$ cat src/core/acr_pkg.sv
// Constants, field positions and types shared by the converter control register block.
package acr_pkg;
  // Control register layout and reset value.
  localparam int          CTRL_W        = 16;
  localparam logic [15:0] CTRL_RESET    = 16'h0000;
  localparam logic [15:0] CTRL_RSVD_MSK = 16'hE000;
  localparam int          RDY_DEL_BIT   = 12;
  localparam int          CONT_RD_BIT   = 11;
  localparam int          APPEND_BIT    = 10;
  localparam int          CS_FRAME_BIT  = 9;
  localparam int          REF_EN_BIT    = 8;
  localparam int          PWR_MSB       = 7;
  localparam int          PWR_LSB       = 6;
  localparam int          MODE_MSB      = 5;
  localparam int          MODE_LSB      = 2;
  localparam int          CLK_MSB       = 1;
  localparam int          CLK_LSB       = 0;

  // Command byte layout and register selects.
  localparam int          CMD_LEN      = 8;
  localparam int          CMD_READ_BIT = 6;
  localparam logic [5:0]  RS_STATUS    = 6'h00;
  localparam logic [5:0]  RS_CONTROL   = 6'h01;
  localparam logic [5:0]  RS_DATA      = 6'h02;
  localparam logic [7:0]  RD_DATA_CMD  = 8'h42;

  // Frame lengths in serial clocks.
  localparam logic [5:0]  LEN_STATUS   = 6'h08;
  localparam logic [5:0]  LEN_CTRL     = 6'h10;
  localparam logic [5:0]  LEN_DATA     = 6'h18;
  localparam logic [5:0]  LEN_DATA_ST  = 6'h20;
  localparam logic [5:0]  LEN_CMD_LAST = 6'h07;

  // Serial reset on the next one after this many ones in a row.
  localparam logic [6:0]  RESET_ONES_LAST = 7'h3F;

  // Ready release delay, least times rounded up to whole clocks.
  localparam int          CLK_PERIOD_NS  = 100;
  localparam int          DEL_SHORT_NS   = 10;
  localparam int          DEL_LONG_NS    = 100;
  localparam int          DEL_SHORT_RAW  = (DEL_SHORT_NS + CLK_PERIOD_NS - 1) / CLK_PERIOD_NS;
  localparam int          DEL_LONG_RAW   = (DEL_LONG_NS + CLK_PERIOD_NS - 1) / CLK_PERIOD_NS;
  localparam logic [7:0]  DEL_SHORT_CYC  = 8'((DEL_SHORT_RAW < 1) ? 1 : DEL_SHORT_RAW);
  localparam logic [7:0]  DEL_LONG_CYC   = 8'((DEL_LONG_RAW < 1) ? 1 : DEL_LONG_RAW);

  // External clock divider for the fast external clock source.
  localparam int          EXT_DIV      = 4;
  localparam logic [1:0]  EXT_DIV_LAST = 2'(EXT_DIV - 1);

  // Operating mode codes with a dedicated decode.
  localparam logic [3:0]  MODE_CONT    = 4'h0;
  localparam logic [3:0]  MODE_SINGLE  = 4'h1;

  // Power mode selection as seen by the analog section.
  typedef enum logic [1:0] {
    PWR_LOW  = 2'b00,
    PWR_MID  = 2'b01,
    PWR_FULL = 2'b10
  } acr_pwr_t;

  // Clock source codes.
  typedef enum logic [1:0] {
    CLK_INT     = 2'b00,
    CLK_INT_OUT = 2'b01,
    CLK_EXT     = 2'b10,
    CLK_EXT_DIV = 2'b11
  } acr_clk_t;

  // Serial interface states.
  typedef enum logic [2:0] {
    ST_CMD   = 3'b000,
    ST_WRITE = 3'b001,
    ST_READ  = 3'b010,
    ST_HOLD  = 3'b011,
    ST_DELAY = 3'b100
  } acr_state_t;
endpackage

$ cat src/core/acr_sync.sv
// Two flip-flop synchroniser for one asynchronous pin.
`timescale 1ns/10ps
module acr_sync (
  // Clock and reset.
  input  wire logic clk,
  input  wire logic rst,
  // Asynchronous level in, synchronised level out.
  input  wire logic pinIn,
  output logic      syncOut
);
  logic meta_q;  // First stage, read only by the second stage.

  // The second stage absorbs any metastability of the first. Neither stage is
  // cleared by reset: both follow the pin through reset, so an idle-high pin
  // shows no false edge at release. Reset must therefore last two clocks or more.
  always_ff @(posedge clk) begin
    meta_q  <= pinIn;
    syncOut <= meta_q;
  end
endmodule

$ cat src/core/acr_control_register.sv
// Converter control register with its serial read, write and framing logic.
// Operation
// - ready delay 10 ns, or 100 ns when set; both round up to one 100 ns clock here
// - continuous read shifts data after ready falls
// - read-data command while ready low ends it
// - input line monitored during continuous read
// - sixty-four ones on input reset the interface
// - append status after data when bit set
// - unframed: pin reverts to ready after delay
// - framed: last bit held until select rises
// - serial error diagnostics only when framed
// - reference enable drives reference output
// - power field: low, mid, full, full
// - bits five to two select operating mode
// - codes 00/01 internal oscillator, 01 drives pin
// - code 10 external direct, 11 divided by four
// - mode 0000 continuous, 0001 single conversion
// - register shifted most significant bit first
`timescale 1ns/10ps
module acr_control_register (
  // Clock and reset.
  input  wire logic             clk,
  input  wire logic             rst,
  // Serial pins from the host.
  input  wire logic             sclk,
  input  wire logic             din,
  input  wire logic             csN,
  output logic                  doutRdyN,
  // Converter core side.
  input  wire logic             convValid,
  input  wire logic [23:0]      convData,
  input  wire logic [6:0]       statusLow,
  // Clock sources.
  input  wire logic             oscTick,
  input  wire logic             extClk,
  // Configuration outputs.
  output logic                  referenceOutputPin,
  output acr_pkg::acr_pwr_t     powerMode,
  output logic [3:0]            opMode,
  output logic                  modeContinuous,
  output logic                  modeSingle,
  output logic                  clkOutEnable,
  output logic                  useExtClock,
  output logic                  modClkTick,
  // Diagnostic and reset pulses.
  output logic                  writeErr,
  output logic                  readErr,
  output logic                  serialClockCountError,
  output logic                  serialReset
);
  // Synchronised pins, in the order sclk, din, csN, extClk.
  logic [3:0] pinRaw;
  logic [3:0] pinSync;
  assign pinRaw = {extClk, csN, din, sclk};

  genvar gi;
  generate
    for (gi = 0; gi < 4; gi++) begin : gSync
      acr_sync uSync (
        .clk     (clk),
        .rst     (rst),
        .pinIn   (pinRaw[gi]),
        .syncOut (pinSync[gi])
      );
    end
  endgenerate

  // Registered state.
  logic [15:0]         ctrl_q;       // Control register.
  acr_pkg::acr_state_t state_q;      // Serial phase.
  logic [5:0]          bitCnt_q;     // Rising edges counted in this phase.
  logic [5:0]          phaseLen_q;   // Length of the current data phase.
  logic [15:0]         rxShift_q;    // Bits collected from the input line.
  logic [31:0]         tx_q;         // Outgoing bits, most significant first.
  logic                doutBit_q;    // Bit now on the output pin.
  logic                rdyN_q;       // Low while unread data waits.
  logic                dataSel_q;    // Data register was the last read.
  logic [7:0]          delay_q;      // Ready release countdown.
  logic [6:0]          ones_q;       // Run of ones on the input line.
  logic [1:0]          div_q;        // External clock divider.
  logic [3:0]          edge_q;       // Previous synchronised levels.

  // Edge decode on the synchronised pins only.
  logic sclkRise, sclkFall, csRise, extRise, dinS, csActive;
  assign sclkRise = pinSync[0] & ~edge_q[0];
  assign sclkFall = ~pinSync[0] & edge_q[0];
  assign dinS     = pinSync[1];
  assign csRise   = pinSync[2] & ~edge_q[2];
  assign csActive = ~pinSync[2];
  assign extRise  = pinSync[3] & ~edge_q[3];

  // Control fields.
  logic csFrame, appendSt, contRead, longDel;
  logic [1:0] clkSel;
  assign csFrame  = ctrl_q[acr_pkg::CS_FRAME_BIT];
  assign appendSt = ctrl_q[acr_pkg::APPEND_BIT];
  assign contRead = ctrl_q[acr_pkg::CONT_RD_BIT];
  assign longDel  = ctrl_q[acr_pkg::RDY_DEL_BIT];
  assign clkSel   = ctrl_q[acr_pkg::CLK_MSB:acr_pkg::CLK_LSB];

  // Status byte carries the ready bit on top.
  logic [7:0] statusByte;
  assign statusByte = {rdyN_q, statusLow};

  // Frame length of a data read, with or without status appended.
  function automatic logic [5:0] dataLen(input logic app);
    dataLen = app ? acr_pkg::LEN_DATA_ST : acr_pkg::LEN_DATA;
  endfunction

  // Data read image, status after the data when appended.
  function automatic logic [31:0] dataImg(input logic app, input logic [23:0] d,
                                          input logic [7:0] st);
    dataImg = app ? {d, st} : {d, 8'h00};
  endfunction

  // Decode of a completed command byte.
  logic       rise, cmdDone, phaseDone, contActive, contLoad;
  logic [7:0] rxByte;
  logic [5:0] rs;
  logic       isRead;
  assign rise       = sclkRise & csActive;
  assign rxByte     = {rxShift_q[6:0], dinS};
  assign rs         = rxByte[5:0];
  assign isRead     = rxByte[acr_pkg::CMD_READ_BIT];
  assign cmdDone    = (state_q == acr_pkg::ST_CMD) & rise
                    & (bitCnt_q == acr_pkg::LEN_CMD_LAST);
  assign phaseDone  = rise & (bitCnt_q == phaseLen_q - 6'h01);
  assign contActive = contRead & dataSel_q;
  // In continuous read, a new result starts a read without any command.
  assign contLoad   = contActive & ~rdyN_q & csActive
                    & (state_q == acr_pkg::ST_CMD) & (bitCnt_q == 6'h00);
  // The first byte of a continuous read is checked for the exit command.
  logic exitCmd;
  assign exitCmd    = contActive & (state_q == acr_pkg::ST_READ) & rise
                    & (bitCnt_q == acr_pkg::LEN_CMD_LAST)
                    & (rxByte == acr_pkg::RD_DATA_CMD);

  // Reset by a long run of ones on the input.
  logic onesReset;
  assign onesReset = rise & dinS & (ones_q == acr_pkg::RESET_ONES_LAST);

  // Diagnostics are gated by the framing bit.
  logic badWrite, badRead, cntBad;
  assign badWrite = csFrame & cmdDone & ~contLoad & ~isRead
                  & (rs != acr_pkg::RS_CONTROL);
  assign badRead  = csFrame & cmdDone & ~contLoad & isRead
                  & (rs != acr_pkg::RS_CONTROL) & (rs != acr_pkg::RS_DATA)
                  & (rs != acr_pkg::RS_STATUS);
  assign cntBad   = csFrame & csRise & ((bitCnt_q != 6'h00)
                  | (state_q == acr_pkg::ST_WRITE) | (state_q == acr_pkg::ST_READ));

  // Edge history and the ones run counter.
  always_ff @(posedge clk) begin
    if (rst) begin
      edge_q <= pinSync;  // Idle pins must not look like edges after release.
      ones_q <= 7'h00;
    end else begin
      edge_q <= pinSync;
      if (rise) begin
        ones_q <= (dinS && !onesReset) ? ones_q + 7'h01 : 7'h00;
      end
    end
  end

  // Serial phase machine with the bit counter.
  always_ff @(posedge clk) begin
    if (rst || onesReset) begin
      state_q    <= acr_pkg::ST_CMD;
      bitCnt_q   <= 6'h00;
      phaseLen_q <= 6'h00;
      delay_q    <= 8'h00;
    end else if (!csActive) begin
      // A deselected interface always waits for a new command.
      state_q  <= acr_pkg::ST_CMD;
      bitCnt_q <= 6'h00;
    end else begin
      unique case (state_q)
        acr_pkg::ST_CMD: begin
          if (contLoad) begin
            state_q    <= acr_pkg::ST_READ;
            phaseLen_q <= dataLen(appendSt);
          end else if (cmdDone) begin
            bitCnt_q <= 6'h00;
            if (isRead && !badRead) begin
              state_q    <= acr_pkg::ST_READ;
              phaseLen_q <= (rs == acr_pkg::RS_DATA) ? dataLen(appendSt) :
                            (rs == acr_pkg::RS_CONTROL) ? acr_pkg::LEN_CTRL :
                            acr_pkg::LEN_STATUS;
            end else if (!isRead && rs == acr_pkg::RS_CONTROL) begin
              state_q    <= acr_pkg::ST_WRITE;
              phaseLen_q <= acr_pkg::LEN_CTRL;
            end
          end else if (rise) begin
            bitCnt_q <= bitCnt_q + 6'h01;
          end
        end
        acr_pkg::ST_WRITE: begin
          if (phaseDone) begin
            state_q  <= acr_pkg::ST_CMD;
            bitCnt_q <= 6'h00;
          end else if (rise) begin
            bitCnt_q <= bitCnt_q + 6'h01;
          end
        end
        acr_pkg::ST_READ: begin
          if (phaseDone) begin
            bitCnt_q <= 6'h00;
            // Framed reads hold the last bit; unframed ones release the pin.
            state_q  <= csFrame ? acr_pkg::ST_HOLD : acr_pkg::ST_DELAY;
            delay_q  <= longDel ? acr_pkg::DEL_LONG_CYC : acr_pkg::DEL_SHORT_CYC;
          end else if (rise) begin
            bitCnt_q <= bitCnt_q + 6'h01;
          end
        end
        acr_pkg::ST_HOLD: begin
          state_q <= acr_pkg::ST_HOLD;
        end
        acr_pkg::ST_DELAY: begin
          if (delay_q <= 8'h01) begin
            state_q <= acr_pkg::ST_CMD;
          end
          delay_q <= delay_q - 8'h01;
        end
        default: begin
          state_q <= acr_pkg::ST_CMD;
        end
      endcase
    end
  end

  // Input shifting and the control register write.
  always_ff @(posedge clk) begin
    if (rst || onesReset) begin
      rxShift_q <= 16'h0000;
      ctrl_q    <= acr_pkg::CTRL_RESET;
    end else begin
      if (rise) begin
        rxShift_q <= {rxShift_q[14:0], dinS};
      end
      if (exitCmd) begin
        ctrl_q[acr_pkg::CONT_RD_BIT] <= 1'b0;
      end else if (state_q == acr_pkg::ST_WRITE && phaseDone) begin
        // Reserved bits are kept at zero even if the host breaks the rule.
        ctrl_q <= {rxShift_q[14:0], dinS} & ~acr_pkg::CTRL_RSVD_MSK;
      end
    end
  end

  // Output shifting: each falling edge launches the next bit.
  logic readLoad;
  assign readLoad = contLoad | (cmdDone & isRead & ~badRead);
  always_ff @(posedge clk) begin
    if (rst) begin
      tx_q      <= 32'h00000000;
      doutBit_q <= 1'b1;
      dataSel_q <= 1'b0;
    end else if (readLoad) begin
      // Data register reads may carry the status byte behind them.
      if (contLoad || rs == acr_pkg::RS_DATA) begin
        tx_q      <= dataImg(appendSt, convData, statusByte);
        dataSel_q <= 1'b1;
      end else begin
        tx_q      <= (rs == acr_pkg::RS_CONTROL) ? {ctrl_q, 16'h0000}
                                                 : {statusByte, 24'h000000};
        dataSel_q <= 1'b0;
      end
    end else if (sclkFall && csActive && state_q == acr_pkg::ST_READ) begin
      doutBit_q <= tx_q[31];
      tx_q      <= {tx_q[30:0], 1'b0};
    end
  end

  // Ready flag: a new result wins over a data read in the same cycle.
  logic dataTaken;
  assign dataTaken = readLoad & (contLoad | (rs == acr_pkg::RS_DATA));
  always_ff @(posedge clk) begin
    if (rst) begin
      rdyN_q <= 1'b1;
    end else if (convValid) begin
      rdyN_q <= 1'b0;
    end else if (dataTaken) begin
      rdyN_q <= 1'b1;
    end
  end

  // The pin shows data while a read owns it, otherwise the ready level.
  logic pinOwned;
  assign pinOwned = (state_q == acr_pkg::ST_READ) | (state_q == acr_pkg::ST_HOLD)
                  | (state_q == acr_pkg::ST_DELAY);
  assign doutRdyN = pinOwned ? doutBit_q : rdyN_q;

  // Modulator clock: internal ticks, external edges, or every fourth edge.
  always_ff @(posedge clk) begin
    if (rst) begin
      div_q      <= 2'h0;
      modClkTick <= 1'b0;
    end else begin
      unique case (clkSel)
        acr_pkg::CLK_INT, acr_pkg::CLK_INT_OUT: modClkTick <= oscTick;
        acr_pkg::CLK_EXT:                       modClkTick <= extRise;
        acr_pkg::CLK_EXT_DIV:                   modClkTick <= extRise
                                                   & (div_q == acr_pkg::EXT_DIV_LAST);
      endcase
      if (extRise) begin
        div_q <= div_q + 2'h1;
      end
    end
  end

  // Configuration decode, all driven from the control register.
  assign referenceOutputPin = ctrl_q[acr_pkg::REF_EN_BIT];
  assign powerMode = (ctrl_q[acr_pkg::PWR_MSB:acr_pkg::PWR_LSB] == 2'b00) ? acr_pkg::PWR_LOW :
                     (ctrl_q[acr_pkg::PWR_MSB:acr_pkg::PWR_LSB] == 2'b01) ? acr_pkg::PWR_MID :
                     acr_pkg::PWR_FULL;
  assign opMode         = ctrl_q[acr_pkg::MODE_MSB:acr_pkg::MODE_LSB];
  assign modeContinuous = (opMode == acr_pkg::MODE_CONT);
  assign modeSingle     = (opMode == acr_pkg::MODE_SINGLE);
  assign clkOutEnable   = (clkSel == acr_pkg::CLK_INT_OUT);
  assign useExtClock    = clkSel[1];

  // Diagnostic pulses, one clock each.
  always_ff @(posedge clk) begin
    if (rst) begin
      writeErr              <= 1'b0;
      readErr               <= 1'b0;
      serialClockCountError <= 1'b0;
      serialReset           <= 1'b0;
    end else begin
      writeErr              <= badWrite;
      readErr               <= badRead;
      serialClockCountError <= cntBad;
      serialReset           <= onesReset;
    end
  end
endmodule

$ cat config.mk
export PLATFORM = sky130hd
export DESIGN_NAME = acr_control_register
export DESIGN_NICKNAME = d
export VERILOG_FILES = /design/src/core/acr_pkg.sv /design/src/core/acr_sync.sv /design/src/core/acr_control_register.sv
export SDC_FILE = /design/constraint.sdc
export NUM_CORES = 1
export LEC_CHECK = 0
export BUFFER_PORTS_ARGS = -buffer_cell sky130_fd_sc_hd__clkbuf_2
export CORE_AREA = 2 2 150 94
export DETAILED_ROUTE_END_ITERATION = 6
export DIE_AREA = 0 0 152 96
export PLACE_DENSITY = 0.65
export SYNTH_ARGS = -nofsm -noshare
export SYNTH_HDL_FRONTEND = slang
export SYNTH_SLANG_ARGS = --single-unit
export TNS_END_PERCENT = 20
$ cat constraint.sdc
create_clock -name clk -period 2.05 [get_ports clk]
set_input_delay 0.1025 -clock clk [delete_from_list [all_inputs] [get_ports clk]]
set_output_delay 0.1025 -clock clk [all_outputs]
set_load 0.05 [all_outputs]
==> results of run 1 <==
[critical path: stages (launching register included)]
cell and delay [ns]:
dfxtp_2 0.32, buf_6 0.11, and4bb_2 0.36, nand4_1 0.19, buf_4 0.21, a22oi_2 0.16
buf_6 0.16, o211ai_1 0.14, buf_4 0.17, a2111oi_2 0.27
[cells by family after synthesis]
group / after synthesis / share of synthesized area [%]
and+or+nand+nor: 225 / 23.03
AOI/OAI and AO/OA: 165 / 21.24
muxes: 27 / 5.455
DFF: 105 / 40.55
xor gates and xnor gates: 16 / 2.703
buffers and inverters: 60 / 5.334
adders and majority gates: 7 / 1.690
[final cells by class]
| cell class | instances | area, um2 |
|---|---|---|
| Clock buffer | 9 | 225.2 |
| Tap cell | 175 | 219.0 |
| Fill cell | 1192 | 6360 |
| Inverter | 12 | 45.04 |
| Clock inverter | 6 | 75.07 |
| Sequential cell | 105 | 2113 |
| Multi-Input combinational cell | 440 | 2975 |
| Timing Repair Buffer | 162 | 1241 |
[per-layer routing]
| metal | vias up | wire length, um |
|---|---|---|
| met2 | 214 | 6791 |
| met1 | 2526 | 7475 |
| met3 | 19 | 1285 |
| met5 | - | 0 |
| li1 | 2463 | - |
| met4 | 0 | 165 |
[synth_stat cells (3+ instances only)]
library cell,instances
or3_1,6
o21ai_0,28
nor4_1,3
nand3_1,19
nand2_1,64
o211ai_1,27
nor2_1,51
and3_1,5
nand3b_1,4
mux2i_1,17
buf_6,3
a31oi_1,18
buf_2,5
a2111oi_0,7
xor2_1,5
or4_1,4
inv_1,12
nor2b_1,7
buf_4,6
a211o_1,3
dfxtp_1,105
a21o_1,5
nor3_1,6
a21oi_1,38
nand4_1,24
xnor2_1,11
nand2b_1,4
a211oi_1,10
o2111ai_1,6
nor3b_1,10
ha_1,7
a21boi_0,8
mux2_2,10
clkbuf_1,33
[power by group]
group          total (mW)  internal (mW)  switching [mW]
clock network        1.78          0.960           0.816
registers            2.07           2.06          0.0107
logic               0.240          0.109           0.131
total                4.08           3.13           0.958
[registers in the layout, indices dropped and copies added, names as in the netlist]
signal / flops
state_q: 3
rxShift_q: 12
ones_q: 7
phaseLen_q: 3
gSync.uSync.syncOut: 4
rdyN_q: 1
edge_q: 3
writeErr: 1
gSync.uSync.meta_q: 4
ctrl_q: 13
doutBit_q: 1
delay_q: 8
bitCnt_q: 6
serialReset: 1
tx_q: 32
div_q: 2
serialClockCountError: 1
dataSel_q: 1
modClkTick: 1
readErr: 1
[per-stage QoR]
stage               area, um2  utilization [%]  hold slack (ns)
CTS                      6755            50.97         0.004188
finish                   6894            52.02         0.002760
global route             6894            52.02          0.01928
global placement         6082            45.89           0.2077
floorplan                5209                -           0.1302
detailed placement       6082            45.89           0.2064
[final timing paths]
path | slack, ns | cells after the start | to
worst max-delay path | -0.13 | 9 | state_q[1]
worst min-delay path | 0.003 | 3 | tx_q[13]
worst max register to register | -0.13 | 9 | state_q[1]
worst min register to register | 0.33 | 0 | gSync[3].uSync.syncOut
[timing repair]
item / CTS / global route
setup buffers: 14 / 3
gates cloned: 3 / 0
hold buffers: 13 / 0
pin swaps: 27 / 32
resized for setup: 34 / 38
hold endpoints to repair: 13 / 0
setup endpoints to repair: 57 / 66
==> summary.md, run 1 <==
| Metric | Value |
|---|---|
| Status | finished, violations left |
| Failing checks | negative setup slack |
| Worst-case clock buffer depth | 2 |
| RSZ-0062 raised after global routing | yes |
| Area of the mapped netlist | 0.005184 mm2 |
| Commonest non-fill, non-tap cell in the layout | dfxtp_1 |
| Synth-to-Final Area Change | 33.00% |
| Total track usage | 21.58% |
| Number of I/O pins | 56 |
| Fmax | 458.1 MHz |
| Via density | 5.745 |
| #FFs+latches synth | 105 |
| Peak supply drop | 372.5 uV |
| Chip height | 96 um |
| Fraction of registers with async set/reset | 0% |
| Endpoint class of the critical path | flip-flop |
| CTS buffer count | 9 |
| Largest net degree at the start of global routing | 42 |
| Total grt overflow | 0 |
| Post-synth top area share | 40.55% |
| Critical Path RT | 2.31 ns |
| # nets final | 776 |
| Placer Congestion | 0.9228 |
| Total number of yosys warnings | 0 |
| DRT Wirelength | 15,720 um |
| Pins Over Slew Limit | 0 |
| Core area | 0.01325 mm2 |
| Starting Density | 39.11% |
| Total power | 4.084 mW |
| Vias in the first global route | 4,903 |
| Endpoints failing hold | 0 |
| Pre-CTS setup slack | -0.1490 ns |
| Vias post-DR | 5,222 |
| Largest cells by area after synthesis | dfxtp_1, nand2_1, o211ai_1 |
| Mapped Cells | 605 |
| Startpoint Class | flip-flop |
| Worst slew pin tran | 0.4893 ns |
| Final Critical Period | 2.183 ns |
| Hold Path Class | input port to flip-flop |
| Leakage | 2.697 nW |
| MaxCap Viol Count | 0 |
| Fin Setup TNS | -0.5237 ns |
| Max_slew headroom | 67.38% |
| Hold Crit Start | convData[5] |
| Pwr Density | 592.5 mW/mm2 |
| Final Skew | 0.006777 ns |
| Synth area leader | dfxtp_1 |
| Crit path from | gSync[2].uSync.syncOut |
| Yosys cell types | 61 |
| Seq/Total Area, Yosys | 40.55% |
| Die Wd | 152 um |
| Critical Path Fanout Max | 5 |
| Initial antenna violation count | 0 |
| DP Cell Count | 862 |
| Drc violations | 0 |
| Antenna cells | 0 |
| Period utilization | 106.5% |
| Final setup fails | 16 |
| Gr busiest metal | met2 |
| Syn_nets | 651 |
| PortBufs | 55 |
| Dpl hpwl | 11,230 um |
| Avg Cell Area, Syn | 8.568 um2 |
| Clock sinks | 105 |
| FF-to-FF Start | gSync[2].uSync.syncOut |
| Worst-path clk slew | 0.08 ns |
| CP Class | flip-flop to flip-flop |
| Met3 usage | 5.088% |
| Commonest non-fill, non-tap cells in the layout | dfxtp_1, buf_4, nand2_1, clkbuf_2, nor2_1 |
| Met1 usage | 30.40% |
| Drt first pass iters | 5 |
| Row count | 33 |
| CP Data Arrival Time | 2.44 ns |
| Setup slack after layout | -0.1327 ns |
| Share of cells above drive strength 1 | 30.79% |
| First-pass GRT wire length | 25,020 um |
| Number of synthesized flops with an enable pin | 0 |
| CTS tree | yes |
| Met2 usage | 33.78% |
| Clk root buf | clkbuf_16 |
| Non-filler cells, final | 909 |
| DRT iter0 DRCs | 510 |
| Die area | 0.01459 mm2 |
| Final ANT Viol Nets | 0 |
| Htree depth | 3 |
| Clock latency on the worst-skew pair | 0.36 ns |
| Routed len/inst | 17.29 um |
| Ys flop type | dfxtp_1 |
(Power assumes the default switching activity.)
==> inputs of run 2 (changes only) <==
--- a/config.mk
+++ b/config.mk
@@ -6,11 +6,12 @@
 export NUM_CORES = 1
 export LEC_CHECK = 0
 export BUFFER_PORTS_ARGS = -buffer_cell sky130_fd_sc_hd__clkbuf_2
-export CORE_AREA = 2 2 150 94
+export CORE_AREA = 2 2 146 91
 export DETAILED_ROUTE_END_ITERATION = 6
-export DIE_AREA = 0 0 152 96
-export PLACE_DENSITY = 0.65
+export DIE_AREA = 0 0 148 93
+export PLACE_DENSITY = 0.66
 export SYNTH_ARGS = -nofsm -noshare
 export SYNTH_HDL_FRONTEND = slang
+export SYNTH_HIERARCHICAL = 1
 export SYNTH_SLANG_ARGS = --single-unit
 export TNS_END_PERCENT = 20
==> summary.md, run 2 <==
| Metric | Value |
|---|---|
| Placer Congestion | 0.9474 (+2.7%) |
| Hold Path Class | input port to flip-flop |
| Final Instance Area | 0.006543 mm2 (-5.1%) |
| Final ANT Viol Nets | 0 (unchanged) |
| Status | finished, violations left |
| PortBufs | 55 (unchanged) |
| Endpoint class of the critical path | flip-flop |
| Multiplexer area fraction after synthesis | 4.569% (-0.89 points) |
| Final Critical Period | 2.175 ns (-0.008131 ns) |
| Leakage | 2.604 nW (-3.5%) |
| CTS tree | yes |
| Share of cells above drive strength 1 | 32.32% (+1.5 points) |
| Chip height | 93 um (-3.1%) |
| Period utilization | 106.1% (-0.40 points) |
| FILL cells | 1,111 (-6.8%) |
| Fin Setup TNS | -1.776 ns (-1.253 ns) |
| DRT Wirelength | 13,740 um (-13%) |
| Reg with most FFs | tx_q |
| Largest family of logic cells by synthesized area | simple AND/OR/NAND/NOR gates |
| Total power | 4.187 mW (+2.5%) |
| Critical Path Fanout Max | 11 (+6) |
| CTS buffer count | 9 (unchanged) |
| # nets final | 734 (-5.4%) |
| Peak supply drop | 387.3 uV (+4.0%) |
| Max reg flops | 32 (unchanged) |
| Max_slew headroom | 64.21% (-3.2 points) |
| Reg area | 0.002113 mm2 (unchanged) |
| Seq/Total Area, Yosys | 43.12% (+2.6 points) |
| #FFs+latches synth | 105 (unchanged) |
| Synth Area in Compound Gates | 15.58% (-5.7 points) |
| Area of the mapped netlist | 0.004875 mm2 (-6.0%) |
| Endpoints failing hold | 0 (unchanged) |
| Largest regs | tx_q (32), ctrl_q (13), rxShift_q (12) |
| Failing checks | negative setup slack |
| Crit-path cells | nor4_4 > buf_4 > a2111oi_4 > buf_4 > nor4_4 > buf_6 > buf_12 > nor3_2 > a2111oi_2 |
| Total grt overflow | 0 (unchanged) |
| Total number of yosys warnings | 6 (+6) |
| Critical Path RT | 2.30 ns (about the same) |
| Crit-path slowest cell | dfxtp_2 |
| CP top delay family | buffers and inverters |
| Top cells by count, synth | nand2_1, dfxtp_1, a21oi_1 |
| CP Class | flip-flop to flip-flop |
| Final Skew | 0.01265 ns (+0.005876 ns) |
| Via density | 5.319 (-7.4%) |
| Most frequent cell after synthesis | nand2_1 |
| Synth-to-Final Area Change | 34.21% |
| Fmax | 459.9 MHz (+0.37%) |
| Commonest non-fill, non-tap cell in the layout | nand2_1 |
| Startpoint Class | flip-flop |
| Starting Density | 39.02% (-0.088 points) |
| Yosys cell types | 67 (+9.8%) |
| Pins Over Slew Limit | 0 (unchanged) |
| Htree depth | 3 (unchanged) |
| Routed len/inst | 15.92 um (-7.9%) |
| Placed Area | 0.005769 mm2 (-5.1%) |
| Area occupied by multi-input gates | 0.002743 mm2 (-7.8%) |
| Pwr Density | 640.0 mW/mm2 (+8.0%) |
| Worst-case clock buffer depth | 2 (unchanged) |
| Max incr delay on CP | 0.34 ns (-0.02 ns) |
| Vias in the first global route | 4,426 (-9.7%) |
| Avg Cell Area, Syn | 8.643 um2 (+0.87%) |
| Final setup fails | 35 (+19) |
| Clock sinks | 105 (unchanged) |
| Number of synthesized flops with an enable pin | 0 (unchanged) |
| Core area | 0.01249 mm2 (-5.7%) |
| Dpl hpwl | 9744 um (-13%) |
| Largest net degree at the start of global routing | 42 (unchanged) |
| Die Wd | 148 um (-2.6%) |
| Fraction of registers with async set/reset | 0% (unchanged) |
| Drt first pass iters | 5 (unchanged) |
| Number of I/O pins | 56 (unchanged) |
| Worst Path Buf+Inv | 4 (unchanged) |
| Antenna cells | 0 (unchanged) |
| Area share of and/or/nand/nor cells after synthesis | 26.44% (+3.4 points) |
| Post-synth top area share | 43.12% (+2.6 points) |
| Row count | 32 (-3.0%) |
| Worst slew pin tran | 0.5363 ns (+0.04693 ns) |
| Commonest non-fill, non-tap cells in the layout | nand2_1, dfxtp_1, buf_4, clkbuf_2, a21oi_1 |
| Initial antenna violation count | 0 (unchanged) |
| Worst-path clk slew | 0.07 ns (about the same) |
| Clock latency on the worst-skew pair | 0.35 ns (about the same) |
| Synth area leader | dfxtp_1 |
| Largest cells by area after synthesis | dfxtp_1, nand2_1, a21oi_1 |
| DRT iter0 DRCs | 339 (-34%) |
| Clk root buf | clkbuf_16 |
| Adder and majority gate portion of the synthesized area | 1.797% (+0.11 points) |
| Die area | 0.01376 mm2 (-5.7%) |
| RSZ-0062 raised after global routing | yes |
| Drc violations | 0 (unchanged) |
| Vias post-DR | 4,590 (-12%) |
| Mapped Cells | 564 (-6.8%) |
| Setup slack after layout | -0.1246 ns (+0.008131 ns) |
| Post-Synth XOR/XNOR Area | 3.593% (+0.89 points) |
| First-pass GRT wire length | 22,170 um (-11%) |
| MaxCap Viol Count | 0 (unchanged) |
| CP Data Arrival Time | 2.42 ns (-0.02 ns) |
| Post-layout util | 52.37% (+0.36 points) |
| Ys flop type | dfxtp_1 |
| Total track usage | 20.18% (-1.4 points) |
| Syn_nets | 610 (-6.3%) |
==> run 2: cell count changes after synthesis, moves of 11 or more <==
| cell | previous run | this run |
|---|---|---|
| nand2_1 | 64 | 111 |
| a21oi_1 | 38 | 49 |
| o211ai_1 | 27 | 7 |
| clkbuf_1 | 33 | 19 |
| nand4_1 | 24 | 6 |
| o21ai_0 | 28 | 9 |
==> run 2: worst paths after layout <==
| check | startpoint | end | slack (ns) | cells after the start |
|---|---|---|---|---|
| worst max-delay path | rxShift_q[1] | tx_q[7] | -0.12 | 9 |
| worst min-delay path | statusLow[0] | tx_q[0] | 0.0008 | 3 |
| worst max register to register | rxShift_q[1] | tx_q[7] | -0.12 | 9 |
| worst min register to register | gSync[2].uSync/meta_q | gSync[2].uSync/syncOut | 0.33 | 0 |
==> run 2: routing by layer <==
metal  part of all wire (%)  vias to the layer above  GRT usage, %
met4                   0.94                        0         4.683
met5                      0                        -             0
met1                     49                     2195         28.78
li1                       -                     2226             -
met3                    6.2                       14         4.634
met2                     44                      155         31.10
==> run 2: stage by stage <==
step | instances | hold slack, ns | setup WS, ns
6_report | 863 | 0.0008006 | -0.1246
5_1_grt | 863 | 0.001840 | -0.2130
4_1_cts | 860 | 0.00001987 | -0.1393
3_5_place_dp | 824 | 0.2108 | -0.1903
3_3_place_gp | 824 | 0.2074 | -0.1562
2_1_floorplan | 564 | 0.1302 | -0.05040
==> run 2: timing repair <==
action | in CTS | in global routing
endpoints found under the setup margin | 59 | 61
hold buffers | 17 | 0
hold endpoints to repair | 17 | 0
pin swaps | 15 | 10
setup buffers | 3 | 2
resized for setup | 35 | 15
cloned | 0 | 1
==> run 2: final cells by class <==
| class | count | share of cell area [%] |
|---|---|---|
| clock buffer | 9 | 3.442 |
| clock inverter | 7 | 1.549 |
| inverter | 11 | 0.6885 |
| multi-input combinational | 409 | 41.92 |
| sequential | 105 | 32.30 |
| tap | 170 | 3.251 |
| timing repair buffer | 152 | 16.85 |
==> run 2: cell families after synthesis <==
logic type      Yosys count
simple gates            253
compound gates          108
flops                   105
buf+inv                  50
mux                      21
xor+xnor                 20
fa+ha+maj                 7
==> run 2: worst min-delay path, stage by stage <==
cell and delay [ns]:
clkbuf_2 0.09, nand3_1 0.06, a21oi_1 0.05
==> run 2: where the power goes <==
| group | internal, mW | switching [mW] | total (mW) | leakage (nW) |
|---|---|---|---|---|
| combinational | 0.109 | 0.129 | 0.238 | 1.59 |
| clock | 1.08 | 0.796 | 1.88 | 0.158 |
| sequential | 2.06 | 0.0130 | 2.07 | 0.853 |
| total | 3.25 | 0.938 | 4.19 | 2.60 |
